### config.mk
export PLATFORM = sky130hd
export DESIGN_NAME = sarseq_core
export DESIGN_NICKNAME = d
export VERILOG_FILES = /design/src/pkg/sarseq_pkg.sv /design/src/core/sarseq_tad_gen.sv /design/src/core/sarseq_core.sv
export SDC_FILE = /design/constraint.sdc
export NUM_CORES = 1
export LEC_CHECK = 0
export CAP_MARGIN = 0
export CORE_AREA = 2 2 108 110
export DETAILED_ROUTE_END_ITERATION = 8
export DIE_AREA = 0 0 110 112
export DONT_BUFFER_PORTS = 1
export PLACE_DENSITY = 0.73
export SLEW_MARGIN = 20
export SYNTH_ARGS = -nofsm -noshare
export SYNTH_HDL_FRONTEND = slang
export SYNTH_HIERARCHICAL = 1
export SYNTH_SLANG_ARGS = --single-unit
### constraint.sdc
create_clock -name mclk_in -period 2.7 [get_ports mclk_in]
set_input_delay 0.135 -clock mclk_in [delete_from_list [all_inputs] [get_ports mclk_in]]
set_output_delay 0.135 -clock mclk_in [all_outputs]
set_load 0.03 [all_outputs]
### src/pkg/sarseq_pkg.sv
// Shared constants, types and register map of the SAR conversion sequencer
package sarseq_pkg;

	////////////////////////////////////////////////////////////////////////////
	// Register byte offsets on the APB bus
	localparam logic [7:0] OFS_CTRL_A = 8'h00;
	localparam logic [7:0] OFS_CTRL_B = 8'h04;
	localparam logic [7:0] OFS_CTRL_C = 8'h08;
	localparam logic [7:0] OFS_RES_HI = 8'h0c;
	localparam logic [7:0] OFS_RES_LO = 8'h10;
	localparam logic [7:0] OFS_STATUS = 8'h14;
	localparam logic [7:0] OFS_PORT   = 8'h18;

	// Field positions
	localparam int CA_ENABLE  = 0;
	localparam int CA_GO      = 1;
	localparam int CA_CHAN_LO = 2;
	localparam int CB_PCFG_LO = 0;
	localparam int CB_VREF_LO = 4;
	localparam int CC_CSEL_LO = 0;
	localparam int CC_ACQ_LO  = 3;
	localparam int CC_RJUST   = 7;
	localparam int SR_FLAG    = 0;

	// Reset values of the port configuration field, chosen by the strap
	localparam logic [3:0] PCFG_RST_ANALOG  = 4'h0;
	localparam logic [3:0] PCFG_RST_DIGITAL = 4'h7;

	////////////////////////////////////////////////////////////////////////////
	// Timing
	localparam int CLK_PERIOD_NS      = 40;
	localparam int OSC_PER_INSTR      = 4;
	localparam int INSTR_CYCLE_NS     = OSC_PER_INSTR * CLK_PERIOD_NS;
	localparam int INSTR_CYCLE_CLKS   = INSTR_CYCLE_NS / CLK_PERIOD_NS;
	localparam int SETTLE_INSTR       = 2;
	localparam int SETTLE_CLKS        = SETTLE_INSTR * INSTR_CYCLE_CLKS;
	localparam int FRC_PERIOD_NS      = 1000;
	localparam int FRC_DIV            = FRC_PERIOD_NS / CLK_PERIOD_NS;
	localparam logic [4:0] DELAY_LAST  = 5'(INSTR_CYCLE_CLKS - 1);
	localparam logic [4:0] SETTLE_LAST = 5'(SETTLE_CLKS - 1);

	// Converter geometry
	localparam int RES_BITS = 12;
	localparam int NUM_CHAN = 13;
	localparam logic [4:0] MSB_IDX      = 5'(RES_BITS - 1);
	localparam logic [11:0] SAR_FIRST   = 12'h800;
	localparam logic [4:0] PCFG_LIMIT   = 5'h0f;

	// Conversion clock selections running from the internal RC source
	localparam logic [2:0] CSEL_FRC_A = 3'h3;
	localparam logic [2:0] CSEL_FRC_B = 3'h7;

	////////////////////////////////////////////////////////////////////////////
	// Sequencer states, one-hot
	typedef enum logic [6:0] {
		ST_OFF    = 7'h01,
		ST_SETTLE = 7'h02,
		ST_DISCH  = 7'h04,
		ST_TRACK  = 7'h08,
		ST_DELAY  = 7'h10,
		ST_ACQ    = 7'h20,
		ST_CONV   = 7'h40
	} sarseq_state_t;

	// APB request and answer
	typedef struct packed {
		logic        psel;
		logic        penable;
		logic        pwrite;
		logic [7:0]  paddr;
		logic [31:0] pwdata;
	} sarseq_apb_req_t;

	typedef struct packed {
		logic [31:0] prdata;
		logic        pready;
		logic        pslverr;
	} sarseq_apb_rsp_t;

	// Controls toward the analog front end
	typedef struct packed {
		logic        power;
		logic        discharge;
		logic        sample;
		logic [1:0]  vref_sel;
		logic [3:0]  channel_select;
		logic [11:0] dac;
	} sarseq_ana_t;

	// Acquisition code to conversion-clock periods
	function automatic logic [4:0] acq_tads(input logic [2:0] code);
		case (code)
			3'h0: acq_tads = 5'd0;
			3'h1: acq_tads = 5'd2;
			3'h2: acq_tads = 5'd4;
			3'h3: acq_tads = 5'd6;
			3'h4: acq_tads = 5'd8;
			3'h5: acq_tads = 5'd12;
			3'h6: acq_tads = 5'd16;
			default: acq_tads = 5'd20;
		endcase
	endfunction

	// Clock select code to divider ratio
	function automatic logic [7:0] csel_div(input logic [2:0] code);
		case (code)
			3'h0: csel_div = 8'd2;
			3'h1: csel_div = 8'd8;
			3'h2: csel_div = 8'd32;
			3'h4: csel_div = 8'd4;
			3'h5: csel_div = 8'd16;
			3'h6: csel_div = 8'd64;
			default: csel_div = 8'(FRC_DIV);
		endcase
	endfunction

endpackage

### src/core/sarseq_tad_gen.sv
// Conversion-clock period tick generator
`timescale 1ns/1ps
`default_nettype none

module sarseq_tad_gen
	import sarseq_pkg::*;
(
	// Clock and reset
	input  wire logic       mclk_in,
	input  wire logic       rst_n_in,
	// Control
	input  wire logic       run_in,
	input  wire logic [7:0] div_in,
	// Tick
	output var  logic       tick_out
);

	typedef struct packed {
		logic [7:0] cnt;
		logic       tick;
	} sarseq_tad_t;

	sarseq_tad_t r;
	sarseq_tad_t next_r;

	////////////////////////////////////////////////////////////////////////////
	// Divider, held in zero while stopped
	always_comb begin
		next_r = r;
		next_r.tick = 1'b0;
		if (!run_in) begin
			next_r.cnt = 8'h00;
		end else if (r.cnt == 8'(div_in - 8'h01)) begin
			next_r.cnt  = 8'h00;
			next_r.tick = 1'b1;
		end else begin
			next_r.cnt = 8'(r.cnt + 8'h01);
		end
		if (!rst_n_in) begin
			next_r = '0;
		end
	end

	always_ff @(posedge mclk_in) begin
		r <= next_r;
	end

	assign tick_out = r.tick;

endmodule

`default_nettype wire

### src/core/sarseq_core.sv
// SAR converter sequencer with APB register file
`timescale 1ns/1ps
`default_nettype none

module sarseq_core
	import sarseq_pkg::*;
(
	// Clock and reset
	input  wire logic             mclk_in,
	input  wire logic             rst_n_in,
	// Register bus
	input  wire sarseq_apb_req_t  apb_req_in,
	output var  sarseq_apb_rsp_t  apb_rsp_out,
	// Analog front end
	input  wire logic             comp_in,
	output var  sarseq_ana_t      ana_out,
	// Device status and straps
	input  wire logic             sleep_in,
	input  wire logic             port_b_analog_reset_cfg_in,
	input  wire logic [12:0]      port_pins_in,
	// Completion flag
	output var  logic             conv_complete_flag_out
);

	typedef struct packed {
		sarseq_state_t   st;
		logic            en;
		logic [3:0]      chan;
		logic [3:0]      pcfg;
		logic [1:0]      vref;
		logic            rjust;
		logic [2:0]      acq;
		logic [2:0]      csel;
		logic [7:0]      res_hi;
		logic [7:0]      res_lo;
		logic            flag;
		logic [4:0]      cnt;
		logic [11:0]     sar;
		sarseq_apb_rsp_t rsp;
		sarseq_ana_t     ana;
	} sarseq_core_t;

	sarseq_core_t r;
	sarseq_core_t next_r;
	logic         tad_tick;
	logic         tad_run;
	logic         is_frc;
	logic         busy;
	logic [12:0]  amask;
	logic         setup;
	logic         wr;
	logic         wr_a;
	logic         start_wr;
	logic         abort_wr;

	////////////////////////////////////////////////////////////////////////////
	// Decode of bus phases and control writes
	assign setup    = apb_req_in.psel && !apb_req_in.penable;
	assign wr       = apb_req_in.psel && apb_req_in.penable && r.rsp.pready
		&& apb_req_in.pwrite;
	assign wr_a     = wr && (apb_req_in.paddr == OFS_CTRL_A);
	assign is_frc   = (r.csel == CSEL_FRC_A) || (r.csel == CSEL_FRC_B);
	assign busy     = (r.st == ST_DELAY) || (r.st == ST_ACQ) || (r.st == ST_CONV);
	// Go only honoured once already enabled and tracking
	assign start_wr = wr_a && apb_req_in.pwdata[CA_GO] && apb_req_in.pwdata[CA_ENABLE]
		&& r.en && (r.st == ST_TRACK);
	assign abort_wr = wr_a && !apb_req_in.pwdata[CA_GO] && busy;

	// Period ticks stop in sleep unless the RC source drives them
	assign tad_run = ((r.st == ST_DISCH) || (r.st == ST_ACQ) || (r.st == ST_CONV))
		&& !(sleep_in && !is_frc);

	// Pins configured analog, count falls as the field rises
	always_comb begin
		amask = 13'h0000;
		for (int i = 0; i < NUM_CHAN; i++) begin
			amask[i] = (5'(i) + {1'b0, r.pcfg}) < PCFG_LIMIT;
		end
	end

	sarseq_tad_gen u_tad (
		.mclk_in  (mclk_in),
		.rst_n_in (rst_n_in),
		.run_in   (tad_run),
		.div_in   (csel_div(r.csel)),
		.tick_out (tad_tick)
	);

	////////////////////////////////////////////////////////////////////////////
	// Next-state logic: bus, registers, sequencer
	always_comb begin
		logic [11:0] res;
		logic [31:0] rdata;
		logic        mapped;
		res    = {r.sar[11:1], comp_in};
		rdata  = 32'h0000_0000;
		mapped = 1'b1;
		next_r = r;

		// Read mux, answered one cycle after setup
		if (apb_req_in.paddr == OFS_CTRL_A) begin
			rdata[7:0] = {2'b00, r.chan, busy, r.en};
		end else if (apb_req_in.paddr == OFS_CTRL_B) begin
			rdata[7:0] = {2'b00, r.vref, r.pcfg};
		end else if (apb_req_in.paddr == OFS_CTRL_C) begin
			rdata[7:0] = {r.rjust, 1'b0, r.acq, r.csel};
		end else if (apb_req_in.paddr == OFS_RES_HI) begin
			rdata[7:0] = r.res_hi;
		end else if (apb_req_in.paddr == OFS_RES_LO) begin
			rdata[7:0] = r.res_lo;
		end else if (apb_req_in.paddr == OFS_STATUS) begin
			rdata[SR_FLAG] = r.flag;
		end else if (apb_req_in.paddr == OFS_PORT) begin
			rdata[12:0] = port_pins_in & ~amask;
		end else begin
			mapped = 1'b0;
		end
		next_r.rsp.pready  = setup;
		next_r.rsp.pslverr = setup && !mapped;
		next_r.rsp.prdata  = setup ? rdata : 32'h0000_0000;

		// Register writes at the access edge
		if (wr_a) begin
			next_r.en   = apb_req_in.pwdata[CA_ENABLE];
			next_r.chan = apb_req_in.pwdata[CA_CHAN_LO +: 4];
		end
		if (wr && apb_req_in.paddr == OFS_CTRL_B) begin
			next_r.pcfg = apb_req_in.pwdata[CB_PCFG_LO +: 4];
			next_r.vref = apb_req_in.pwdata[CB_VREF_LO +: 2];
		end
		if (wr && apb_req_in.paddr == OFS_CTRL_C) begin
			next_r.rjust = apb_req_in.pwdata[CC_RJUST];
			next_r.acq   = apb_req_in.pwdata[CC_ACQ_LO +: 3];
			next_r.csel  = apb_req_in.pwdata[CC_CSEL_LO +: 3];
		end
		if (wr && apb_req_in.paddr == OFS_RES_HI) begin
			next_r.res_hi = apb_req_in.pwdata[7:0];
		end
		if (wr && apb_req_in.paddr == OFS_RES_LO) begin
			next_r.res_lo = apb_req_in.pwdata[7:0];
		end
		// Write one clears the flag; a set below wins
		if (wr && apb_req_in.paddr == OFS_STATUS && apb_req_in.pwdata[SR_FLAG]) begin
			next_r.flag = 1'b0;
		end

		// Sequencer
		case (r.st)
			ST_OFF: begin
				if (next_r.en) begin
					next_r.st  = ST_SETTLE;
					next_r.cnt = 5'd0;
				end
			end
			ST_SETTLE: begin
				next_r.cnt = 5'(r.cnt + 5'd1);
				if (r.cnt == SETTLE_LAST) begin
					next_r.st  = ST_DISCH;
					next_r.cnt = 5'd0;
				end
			end
			ST_DISCH: begin
				if (tad_tick) begin
					next_r.st = ST_TRACK;
				end
			end
			ST_TRACK: begin
				if (start_wr) begin
					if (r.acq == 3'h0 || is_frc) begin
						next_r.st  = ST_DELAY;
						next_r.cnt = 5'd0;
					end else begin
						next_r.st  = ST_ACQ;
						next_r.cnt = acq_tads(r.acq);
					end
				end
			end
			ST_DELAY: begin
				next_r.cnt = 5'(r.cnt + 5'd1);
				if (r.cnt == DELAY_LAST) begin
					if (r.acq == 3'h0) begin
						next_r.st  = ST_CONV;
						next_r.cnt = MSB_IDX;
						next_r.sar = SAR_FIRST;
					end else begin
						next_r.st  = ST_ACQ;
						next_r.cnt = acq_tads(r.acq);
					end
				end
			end
			ST_ACQ: begin
				if (tad_tick) begin
					next_r.cnt = 5'(r.cnt - 5'd1);
					if (r.cnt == 5'd1) begin
						next_r.st  = ST_CONV;
						next_r.cnt = MSB_IDX;
						next_r.sar = SAR_FIRST;
					end
				end
			end
			ST_CONV: begin
				// Keep trial bit if input is above the trial level
				if (tad_tick) begin
					next_r.sar[r.cnt[3:0]] = comp_in;
					if (r.cnt == 5'd0) begin
						if (r.rjust) begin
							next_r.res_hi = {4'h0, res[11:8]};
							next_r.res_lo = res[7:0];
						end else begin
							next_r.res_hi = res[11:4];
							next_r.res_lo = {res[3:0], 4'h0};
						end
						next_r.flag = 1'b1;
						next_r.st   = ST_SETTLE;
						next_r.cnt  = 5'd0;
					end else begin
						next_r.sar[4'(r.cnt - 5'd1)] = 1'b1;
						next_r.cnt = 5'(r.cnt - 5'd1);
					end
				end
			end
			default: begin
				next_r.st = ST_OFF;
			end
		endcase

		// Abort beats a coincident completion: results and flag kept
		if (abort_wr) begin
			next_r.st     = ST_SETTLE;
			next_r.cnt    = 5'd0;
			next_r.res_hi = r.res_hi;
			next_r.res_lo = r.res_lo;
			next_r.flag   = r.flag;
		end
		if (!next_r.en) begin
			next_r.st = ST_OFF;
		end

		// Front-end controls, registered; channel code passed through unchecked
		next_r.ana.power          = next_r.en;
		next_r.ana.discharge      = (next_r.st == ST_DISCH);
		next_r.ana.sample         = (next_r.st == ST_TRACK) || (next_r.st == ST_DELAY)
			|| (next_r.st == ST_ACQ);
		next_r.ana.vref_sel       = next_r.vref;
		next_r.ana.channel_select = next_r.chan;
		next_r.ana.dac            = next_r.sar;

		// Synchronous reset; strap picks the port configuration
		if (!rst_n_in) begin
			next_r      = '0;
			next_r.st   = ST_OFF;
			next_r.pcfg = port_b_analog_reset_cfg_in ? PCFG_RST_ANALOG
				: PCFG_RST_DIGITAL;
		end
	end

	always_ff @(posedge mclk_in) begin
		r <= next_r;
	end

	assign apb_rsp_out            = r.rsp;
	assign ana_out                = r.ana;
	assign conv_complete_flag_out = r.flag;
endmodule

`default_nettype wire

# Word level (Yosys, flattened, before mapping)
# Index checks and enable logic that the tools add are counted.
dict set report totals {
  register_bits 104
  latchBits 0
  mem_bits_rw 0
  mem_bits_ro 0
  out_inout_bits 56
  elab_cells 220
  n_memories 0
}
dict set report op_classes {
  add_sub_neg 16
  mul 0
  n_div 0
  order_cmp 17
  eq_ne 39
  n_shift 0
  mux 69
  n_bitwise 7
  reduce_logical 48
}
# op count
set op_table {}
lappend op_table {{102-bit 2-to-1 mux} 1}
lappend op_table {{17-bit 2-to-1 mux} 5}
lappend op_table {{7-bit 2-to-1 mux} 12}
lappend op_table {{5-bit by 4-bit less-than comparator with 1-bit output (second input constant)} 12}
lappend op_table {{5-bit 2-to-1 mux} 12}
lappend op_table {{5-bit case mux with 6 select lines} 2}
lappend op_table {{8-bit 2-to-1 mux} 7}
lappend op_table {{7-bit case mux with 7 select lines} 1}
lappend op_table {{7-bit case mux with 6 select lines} 1}
lappend op_table {{12-bit 2-to-1 mux} 3}
lappend op_table {{12-bit case mux with 3 select lines} 1}
lappend op_table {{5-bit case mux with 7 select lines} 1}
lappend op_table {{34-bit 2-to-1 mux} 1}
lappend op_table {{13-bit 2-to-1 mux} 2}
lappend op_table {{4-bit by 4-bit adder with 5-bit output (first input constant)} 5}
lappend op_table {{8-bit by 5-bit equality test with 1-bit output (second input constant)} 3}
lappend op_table {{1-bit logical AND} 22}
lappend op_table {{22-bit 2-to-1 mux} 1}
lappend op_table {{3-bit equality test (second input constant)} 7}
lappend op_table {{3-bit by 4-bit adder with 5-bit output (first input constant)} 4}
lappend op_table {{8-bit by 4-bit equality test with 1-bit output (second input constant)} 2}
lappend op_table {{16-bit 2-to-1 mux} 1}
lappend op_table {{7-bit by 3-bit equality test with 1-bit output (second input constant)} 2}
lappend op_table {{7-bit by 4-bit equality test with 1-bit output (second input constant)} 2}
lappend op_table {{45 further kinds} 86}

# Longest topological paths before layout
# Gate-level depths: netlist of the first run.
dict set report depth {
  depth_word 16
  mapped_depth 11
  ltp_nobuf 9
}

# By module
# The synthesis of the first run kept the hierarchy.
# module instances cells_each area_each_um2
set modules_own_cells {}
lappend modules_own_cells {sarseq_core 1 690 5375.2}
lappend modules_own_cells {sarseq_tad_gen 1 69 630.6}

# Worst setup path after synthesis of the first run
# OpenSTA, ideal clock, no wires.
dict set report synth_timing {
  kind {reg-to-reg}
  from {register r[67] in the netlist's numbering}
  to {register r[68] in the netlist's numbering}
  setup_ns 0.117
  arrival_ns 2.208
  t_required_ns 2.583
  path_slack_ns 0.374
  stages_incl_launch_ff 10
  cell_sequence {dfxtp_1 > inv_1 > ha_1 > or4b_1 > clkbuf_1 > a21o_1 > and3_1 > o22ai_1 > nand3_1 > a32o_1}
}
dict set report synth_between {
  elab_chain_cells 4
  word_cells_on_any_way 13
  classes_between {add/sub: 2; eq/ne: 3; mux: 7; reduce/logical: 1}
}
# element line
set synth_lines {}
lappend synth_lines {{start: declaration} sarseq_core.sv:43} ;# sarseq_core_t r;
lappend synth_lines {{start signal: assignment} sarseq_core.sv:258} ;# r <= next_r;
lappend synth_lines {{5-bit by 1-bit subtractor with 5-bit output, or another cell as far along} {sarseq_core.sv:193, sarseq_core.sv:218}}
lappend synth_lines {{5-bit 2-to-1 mux / 17-bit 2-to-1 mux (equally long branches)} {sarseq_core.sv:205, sarseq_core.sv:194}}
lappend synth_lines {{34-bit 2-to-1 mux / 17-bit 2-to-1 mux (equally long branches)} {sarseq_core.sv:203, sarseq_core.sv:192}}
lappend synth_lines {{5-bit case mux with 6 select lines *} sarseq_core.sv:148} ;# case (r.st)
# Mark *: on every way between the ends. The rest lies on a longest branch, timed or not. The select of a mux whose other input is x is not followed.
# A chain may end at the register's enable or synchronous reset.

# Worst setup path after layout of the first run
dict set report layout_timing {
  from {register r[107] in the netlist's numbering}
  to {register u_tad/r[2] in the netlist's numbering}
}
dict set report layout_between {
  elab_chain_cells 6
  word_cells_on_any_way 8
  classes_between {eq/ne: 3; bitwise: 1; reduce/logical: 4}
}
# element line
set layout_lines {}
lappend layout_lines {{7-bit by 3-bit equality test with 1-bit output / 7-bit by 6-bit equality test with 1-bit output (equally long branches)} sarseq_core.sv:70} ;# assign tad_run = ((r.st == ST_DISCH) || (r.st == ST_ACQ) || (r.st == ST_CONV))
lappend layout_lines {{1-bit logical OR} sarseq_core.sv:70}
lappend layout_lines {{1-bit logical OR *} sarseq_core.sv:70}
lappend layout_lines {{1-bit logical AND *} sarseq_core.sv:71} ;# && !(sleep_in && !is_frc);
lappend layout_lines {{via tad_run} sarseq_core.sv:46} ;# logic tad_run;
lappend layout_lines {{1-bit inverter (no source line) *} --}
lappend layout_lines {{3-bit OR reduction (no source line) *} --}
lappend layout_lines {{end signal: assignment} sarseq_tad_gen.sv:45} ;# r <= next_r;
lappend layout_lines {{end: declaration} sarseq_tad_gen.sv:23} ;# sarseq_tad_t r;
# Mark *: on every way through the listed nets, which the timed path passes. The rest lies on a longest branch.

==> results of run 1 <==
## per-stage QoR
stage | hold WS (ps) | power [W] | area, um^2 | setup slack [ps] | util
4_1_cts | 1.12 | 0.00271 | 6370 | 185 | 0.570
3_3_place_gp | 252 | 0.00143 | 5850 | 333 | 0.524
6_report | 14.5 | 0.00270 | 6390 | 201 | 0.572
2_1_floorplan | 249 | 0.00144 | 6080 | 374 | -
5_1_grt | 7.10 | 0.00278 | 6390 | 68.8 | 0.572
3_5_place_dp | 257 | 0.00144 | 5850 | 221 | 0.524
## worst register-to-register path, delay by kind of cell (launching register included)
kind                   cells  cell delay (ps)
and+or+nand+nor            4             1180
buffers and inverters      1              590
DFF                        1              360
AOI/OAI and AO/OA          2              300
## cell type report
class | instances | share of cell area
Tap cell | 143 | 0.0280
Inverter | 21 | 0.0123
Timing Repair Buffer | 52 | 0.0697
Multi-Input combinational cell | 570 | 0.570
Sequential cell | 85 | 0.272
Clock buffer | 9 | 0.0352
Clock inverter | 7 | 0.0123
## Yosys cell counts, types with 10 or more instances
library cell,number,area share
mux2i_1,11,0.018
o21ai_0,36,0.030
inv_1,21,0.013
a21oi_1,42,0.035
nand3_1,46,0.038
clkbuf_1,39,0.024
nor2_1,45,0.028
a31oi_1,19,0.020
a211oi_1,17,0.021
xor2_1,10,0.015
o21ai_1,10,0.0083
ha_1,18,0.038
xnor2_1,11,0.016
buf_4,55,0.069
dfxtp_1,81,0.27
and3_1,11,0.011
nand4_1,10,0.010
nand2_1,69,0.043
nor3b_1,10,0.012
nor3_1,24,0.020
o22ai_1,12,0.012
## logic make-up after synthesis
kind of cell | after synthesis | synth area share
simple gates | 286 | 0.259
compound gates | 210 | 0.240
buf+inv | 123 | 0.115
flops | 85 | 0.290
xor+xnor | 22 | 0.0333
fa+ha+maj | 18 | 0.0375
mux | 14 | 0.0240
other cells | 1 | 0.000624
## metal layers
layer  global-route usage  vias up  wire, um  part of all wire
li1                     -     2704         -                 -
met3               0.0603       45      1580             0.088
met2                0.454      329      8470              0.47
met1                0.393     2771      7400              0.41
met5                    0        -         0                 0
met4                0.124        0       518             0.029
## power groups by stage
stage | logic, W | registers (W) | clock network [W]
4_1_cts | 0.000159 | 0.00128 | 0.00127
3_5_place_dp | 0.000125 | 0.00131 | 0
5_1_grt | 0.000176 | 0.00128 | 0.00132
2_1_floorplan | 0.000143 | 0.00130 | 0
6_report | 0.000165 | 0.00128 | 0.00126
3_3_place_gp | 0.000122 | 0.00131 | 0
## how the worst max path moves through the flow
| stage | end | depth (start not counted) | from |
|---|---|---|---|
| final | u_tad/r[2]$_SDFF_PP0_ | 7 | r[107]$_SDFF_PN1_ |
| after global routing | u_tad/r[3]$_SDFF_PP0_ | 9 | r[89]$_SDFFE_PN0P_ |
| after CTS | ana_out[18]$_SDFF_PN0_ | 6 | r[112]$_SDFF_PN0_ |
| after detailed placement | ana_out[18]$_SDFF_PN0_ | 6 | r[112]$_SDFF_PN0_ |
| after global placement | ana_out[18]$_SDFF_PN0_ | 6 | r[112]$_SDFF_PN0_ |
| after floorplan | r[68]$_SDFFE_PP0P_ | 9 | r[67]$_SDFFE_PP0P_ |
## timing repair
| action | 4_1_cts | 5_1_grt |
|---|---|---|
| hold buffers | 21 | 1 |
| endpoints found under the setup margin | 0 | 1 |
| gates resized for setup | 0 | 0 |
| setup buffers | 0 | 2 |
| hold endpoints to repair | 41 | 1 |
==> flow_summary.json, run 1 <==
{
  "setup_tns_ps": 0,
  "dieArea_um2": 12300,
  "layout.cells.non_filler": 887,
  "grt_util_all_layers": 0.293,
  "critPathMaxStageDelay_ps": 600,
  "endpoint_kind": "flip-flop",
  "fmax_mhz": 400,
  "switchingPower_w": 0.000725,
  "dp_hpwl_um": 12900,
  "clk_pin_slew_ps": 70,
  "fin_crit_sh": 0.926,
  "numPortBuffers": 0,
  "nNetsFinal": 818,
  "multi_input_area_um2": 3640,
  "power.share.switching": 0.268,
  "total_leakage_power_nw": 2.21,
  "synthCells": 759,
  "worstSetupPathType": "reg2reg",
  "worstHoldPathCells": 2,
  "worst_r2r_startpoint": "r[107]$_SDFF_PN1_",
  "vdd_drop_max_v": 0.000415,
  "pwr-share-comb": 0.061,
  "synth_area_um2": 6010,
  "clock_power_share": 0.465,
  "synthArstFlopShare": 0,
  "synth_cell_types": 80,
  "crit_buf_inv": 1,
  "crit_fanout": 6,
  "htree_levels": 3,
  "firstDrtPassIters": 8,
  "num_io_pins": 117,
  "routed_via_density": 6.59,
  "place_congestion": 0.980,
  "avgSynthCellArea_um2": 7.91,
  "area_growth_pct": 6.46,
  "reg2regPathDepth": 7,
  "period_needed_ps": 2500,
  "antenna_found_initial": 0,
  "drcViolationCount": 0,
  "layout_commonest_cell": "dfxtp_1",
  "r2r_end": "u_tad/r[2]$_SDFF_PP0_",
  "cts_buffer_depth": 2,
  "die_height_um": 112,
  "final.setup_skew_ps": 13.2,
  "wl_per_cell_um": 20.3,
  "grt_pass1_wl_um": 28000,
  "seqCellArea_um2": 1740,
  "pwr-share-seq": 0.474,
  "grt_max_degree": 30,
  "row_count": 39,
  "powerDensity_nw_per_um2": 423,
  "yosys_warnings": 6,
  "status": "complete, no violations",
  "clkLatencyLatePin_ps": 360,
  "cts_tree": "done",
  "wirelength_um": 18000,
  "mostFrequentLayoutCells": "81 x dfxtp_1, 69 x nand2_1, 46 x nand3_1",
  "start_util": 0.537,
  "core-area_um2": 11200,
  "num_vias": 5849,
  "slowest_stage": "or4_1",
  "report.final.slew_viol_count": 0,
  "worstHoldStart": "apb_req_in[5]",
  "drt-initial-drc-count": 774,
  "worst-slew-pin-transition_ps": 756,
  "grt_pass1_vias": 5331,
  "hold_end": "r[78]$_SDFFE_PN0N_",
  "n_fill_cell": 1015,
  "intPower_w": 0.00198,
  "cts.sinks": 85,
  "cp.arrival_ps": 2780,
  "rsz0062_at_grt": "false",
  "worstSetupStartpointType": "flip-flop",
  "ys_ff_latch": 85,
  "dieWidth_um": 110,
  "min_path_type": "in2reg",
  "synthFlopType": "dfxtp_1",
  "relSlewSlack": 0.495,
  "worstPathRequired_ps": 2980,
  "seq_area_frac_synth": 0.290,
  "r2r_setup_slack_ps": 200,
  "hold_viol": 0,
  "worst_path_most_repeated_cell": "a21oi_1",
  "layout-drive-gt1-share": 0.0995,
  "synth_edf_count": 4,
  "n_antenna_cell": 0,
  "crit_path_cell_trace": "or4_1, nor3_1, nor2_1, a21oi_1, nand3_1, dlygate4sd3_1, a21oi_1",
  "clockRootBuffer": "clkbuf_16",
  "setup_viol": 0,
  "dp_cells": 847,
  "ant_nets": 0,
  "cts_inserted_buffers": 9,
  "cap_viol_max_count": 0,
  "grt-ovfl-total": 0,
  "critical_path.top_delay_family": "simple AND/OR/NAND/NOR gates"
}
Note: power is estimated with default switching activity, not from simulation.
==> run 2: changes to the inputs <==
--- a/config.mk
+++ b/config.mk
@@ -6,9 +6,9 @@
 export NUM_CORES = 1
 export LEC_CHECK = 0
 export CAP_MARGIN = 0
-export CORE_AREA = 2 2 108 110
+export CORE_AREA = 2 2 103 115
 export DETAILED_ROUTE_END_ITERATION = 8
-export DIE_AREA = 0 0 110 112
+export DIE_AREA = 0 0 105 117
 export DONT_BUFFER_PORTS = 1
 export PLACE_DENSITY = 0.73
 export SLEW_MARGIN = 20
==> run 2 against run 1 <==
Die area down 0.28%. Final cell count up 0.68%. Via count decreased by 2.3%. Combinational power is 4% lower. Highest routed layer unchanged. Sequential share of layout area about the same. Critical path depth did not move. Power about the same. Clock skew is 6.0 ps lower. Clock-buffer cell count is 1 higher. Maximum frequency grew 2.6%.
==> flow_summary.json, run 2 (same netlist as run 1, synthesis figures left out) <==
{
  "status": "complete, no violations",
  "area_growth_pct": 6.33,
  "reg2regPathDepth": 7,
  "worstSetupStartpointType": "flip-flop",
  "crit_fanout": 9,
  "worstSetupPathType": "reg2reg",
  "powerDensity_nw_per_um2": 423,
  "vdd_drop_max_v": 0.000236,
  "setup_viol": 0,
  "setup_tns_ps": 0,
  "grt_max_degree": 30,
  "wl_per_cell_um": 20.0,
  "worstHoldPathCells": 2,
  "dieWidth_um": 105,
  "post_cts_resized": 0,
  "report.final.slew_viol_count": 0,
  "routed_via_density": 6.40,
  "cts.sinks": 85,
  "fin_crit_sh": 0.902,
  "cts_hold_buf": 20,
  "cts_tree": "done",
  "worstPathRequired_ps": 2900,
  "cap_viol_max_count": 0,
  "critPathMaxStageDelay_ps": 550,
  "period_needed_ps": 2440,
  "n_antenna_cell": 0,
  "crit_buf_inv": 1,
  "grt_util_all_layers": 0.290,
  "fmax_mhz": 411,
  "cts_inserted_buffers": 9,
  "cp_num_cells": 7,
  "antenna_found_initial": 0,
  "total_leakage_power_nw": 2.21,
  "grt_pass1_vias": 5476,
  "cts_buffer_depth": 2,
  "endpoint_kind": "flip-flop",
  "num_vias": 5717,
  "core-area_um2": 11200,
  "dp_hpwl_um": 13100,
  "dieArea_um2": 12300,
  "firstDrtPassIters": 6,
  "drt-initial-drc-count": 495,
  "clk_pin_slew_ps": 70,
  "min_path_type": "in2reg",
  "layout_commonest_cell": "dfxtp_1",
  "row_count": 41,
  "nNetsFinal": 817,
  "clockRootBuffer": "clkbuf_16",
  "final.setup_skew_ps": 7.14,
  "crit_path_cell_trace": "inv_1, a21boi_0, xor2_1, xnor2_1, nand3_1, a2111oi_4, a211oi_1",
  "cp.arrival_ps": 2640,
  "htree_levels": 3,
  "num_io_pins": 117,
  "wirelength_um": 17900,
  "hold_viol": 0,
  "mostFrequentLayoutCells": "81 x dfxtp_1, 69 x nand2_1, 46 x nand3_1",
  "start_util": 0.537,
  "layout.cells.non_filler": 893,
  "die_height_um": 117,
  "grt-ovfl-total": 0,
  "worst-slew-pin-transition_ps": 698,
  "dp_cells": 857,
  "relSlewSlack": 0.533,
  "post_cts_buffers": 0,
  "place_congestion": 0.947,
  "grt_pass1_wl_um": 28300,
  "numPortBuffers": 0,
  "drcViolationCount": 0,
  "slowest_stage": "a2111oi_4",
  "rsz0062_at_grt": "false",
  "critical_path.top_delay_family": "compound AO/OA/AOI/OAI gates",
  "clkLatencyLatePin_ps": 350,
  "ant_nets": 0,
  "layout-drive-gt1-share": 0.101
}
==> run 2: cell count changes in the layout (fill, tap and decap cells not counted) <==
cell           change
clkinv_8           -2
clkbuf_16          +1
clkinv_4           -1
clkinvlp_4         +1
clkinv_2           +1
buf_4              +1
dlygate4sd3_1      -2
==> run 2: metrics by stage <==
step | utilization | power [W] | hold WS (ps) | setup slack, ps | instance area (um^2)
2_1_floorplan | - | 0.00144 | 249 | 374 | 6080
3_3_place_gp | 0.526 | 0.00143 | 255 | 376 | 5890
3_5_place_dp | 0.526 | 0.00143 | 259 | 334 | 5890
4_1_cts | 0.571 | 0.00271 | 4.81 | 306 | 6390
5_1_grt | 0.571 | 0.00278 | 3.57 | 83.4 | 6390
6_report | 0.571 | 0.00270 | 8.70 | 264 | 6390
==> run 2: layout make-up <==
type / instances / area (um^2)
clock buffer: 10 / 250
clock inverter: 6 / 50.0
fill: 1055 / 4800
inverter: 21 / 78.8
multi-input combinational: 570 / 3640
sequential: 85 / 1740
tap: 150 / 188
timing repair buffer: 51 / 433
==> run 2: routing by layer <==
layer  global-route usage  vias to the layer above  wire length, um
met5                    0                        -                0
met2                0.510                      291             8720
met3               0.0587                       36             1660
met1                0.354                     2696             7110
li1                     -                     2694                -
met4                0.107                        0              386
==> run 2: final timing paths <==
check / startpoint / to / slack (ps)
hold reg to reg: r[81]$_SDFFE_PN0N_ / r[81]$_SDFFE_PN0N_ / 450
setup / recovery: r[90]$_SDFFE_PN0P_ / u_tad/r[4]$_SDFF_PP0_ / 260
setup reg to reg: r[90]$_SDFFE_PN0P_ / u_tad/r[4]$_SDFF_PP0_ / 260
hold / removal: apb_req_in[5] / r[78]$_SDFFE_PN0N_ / 9
==> run 2: power breakdown <==
part	total (W)	switching (W)	leakage (nW)	internal, W
Clock	0.00126	0.000570	0.147	0.000693
Combinational	0.000158	0.000106	1.37	0.0000515
Sequential	0.00128	0.0000127	0.692	0.00127
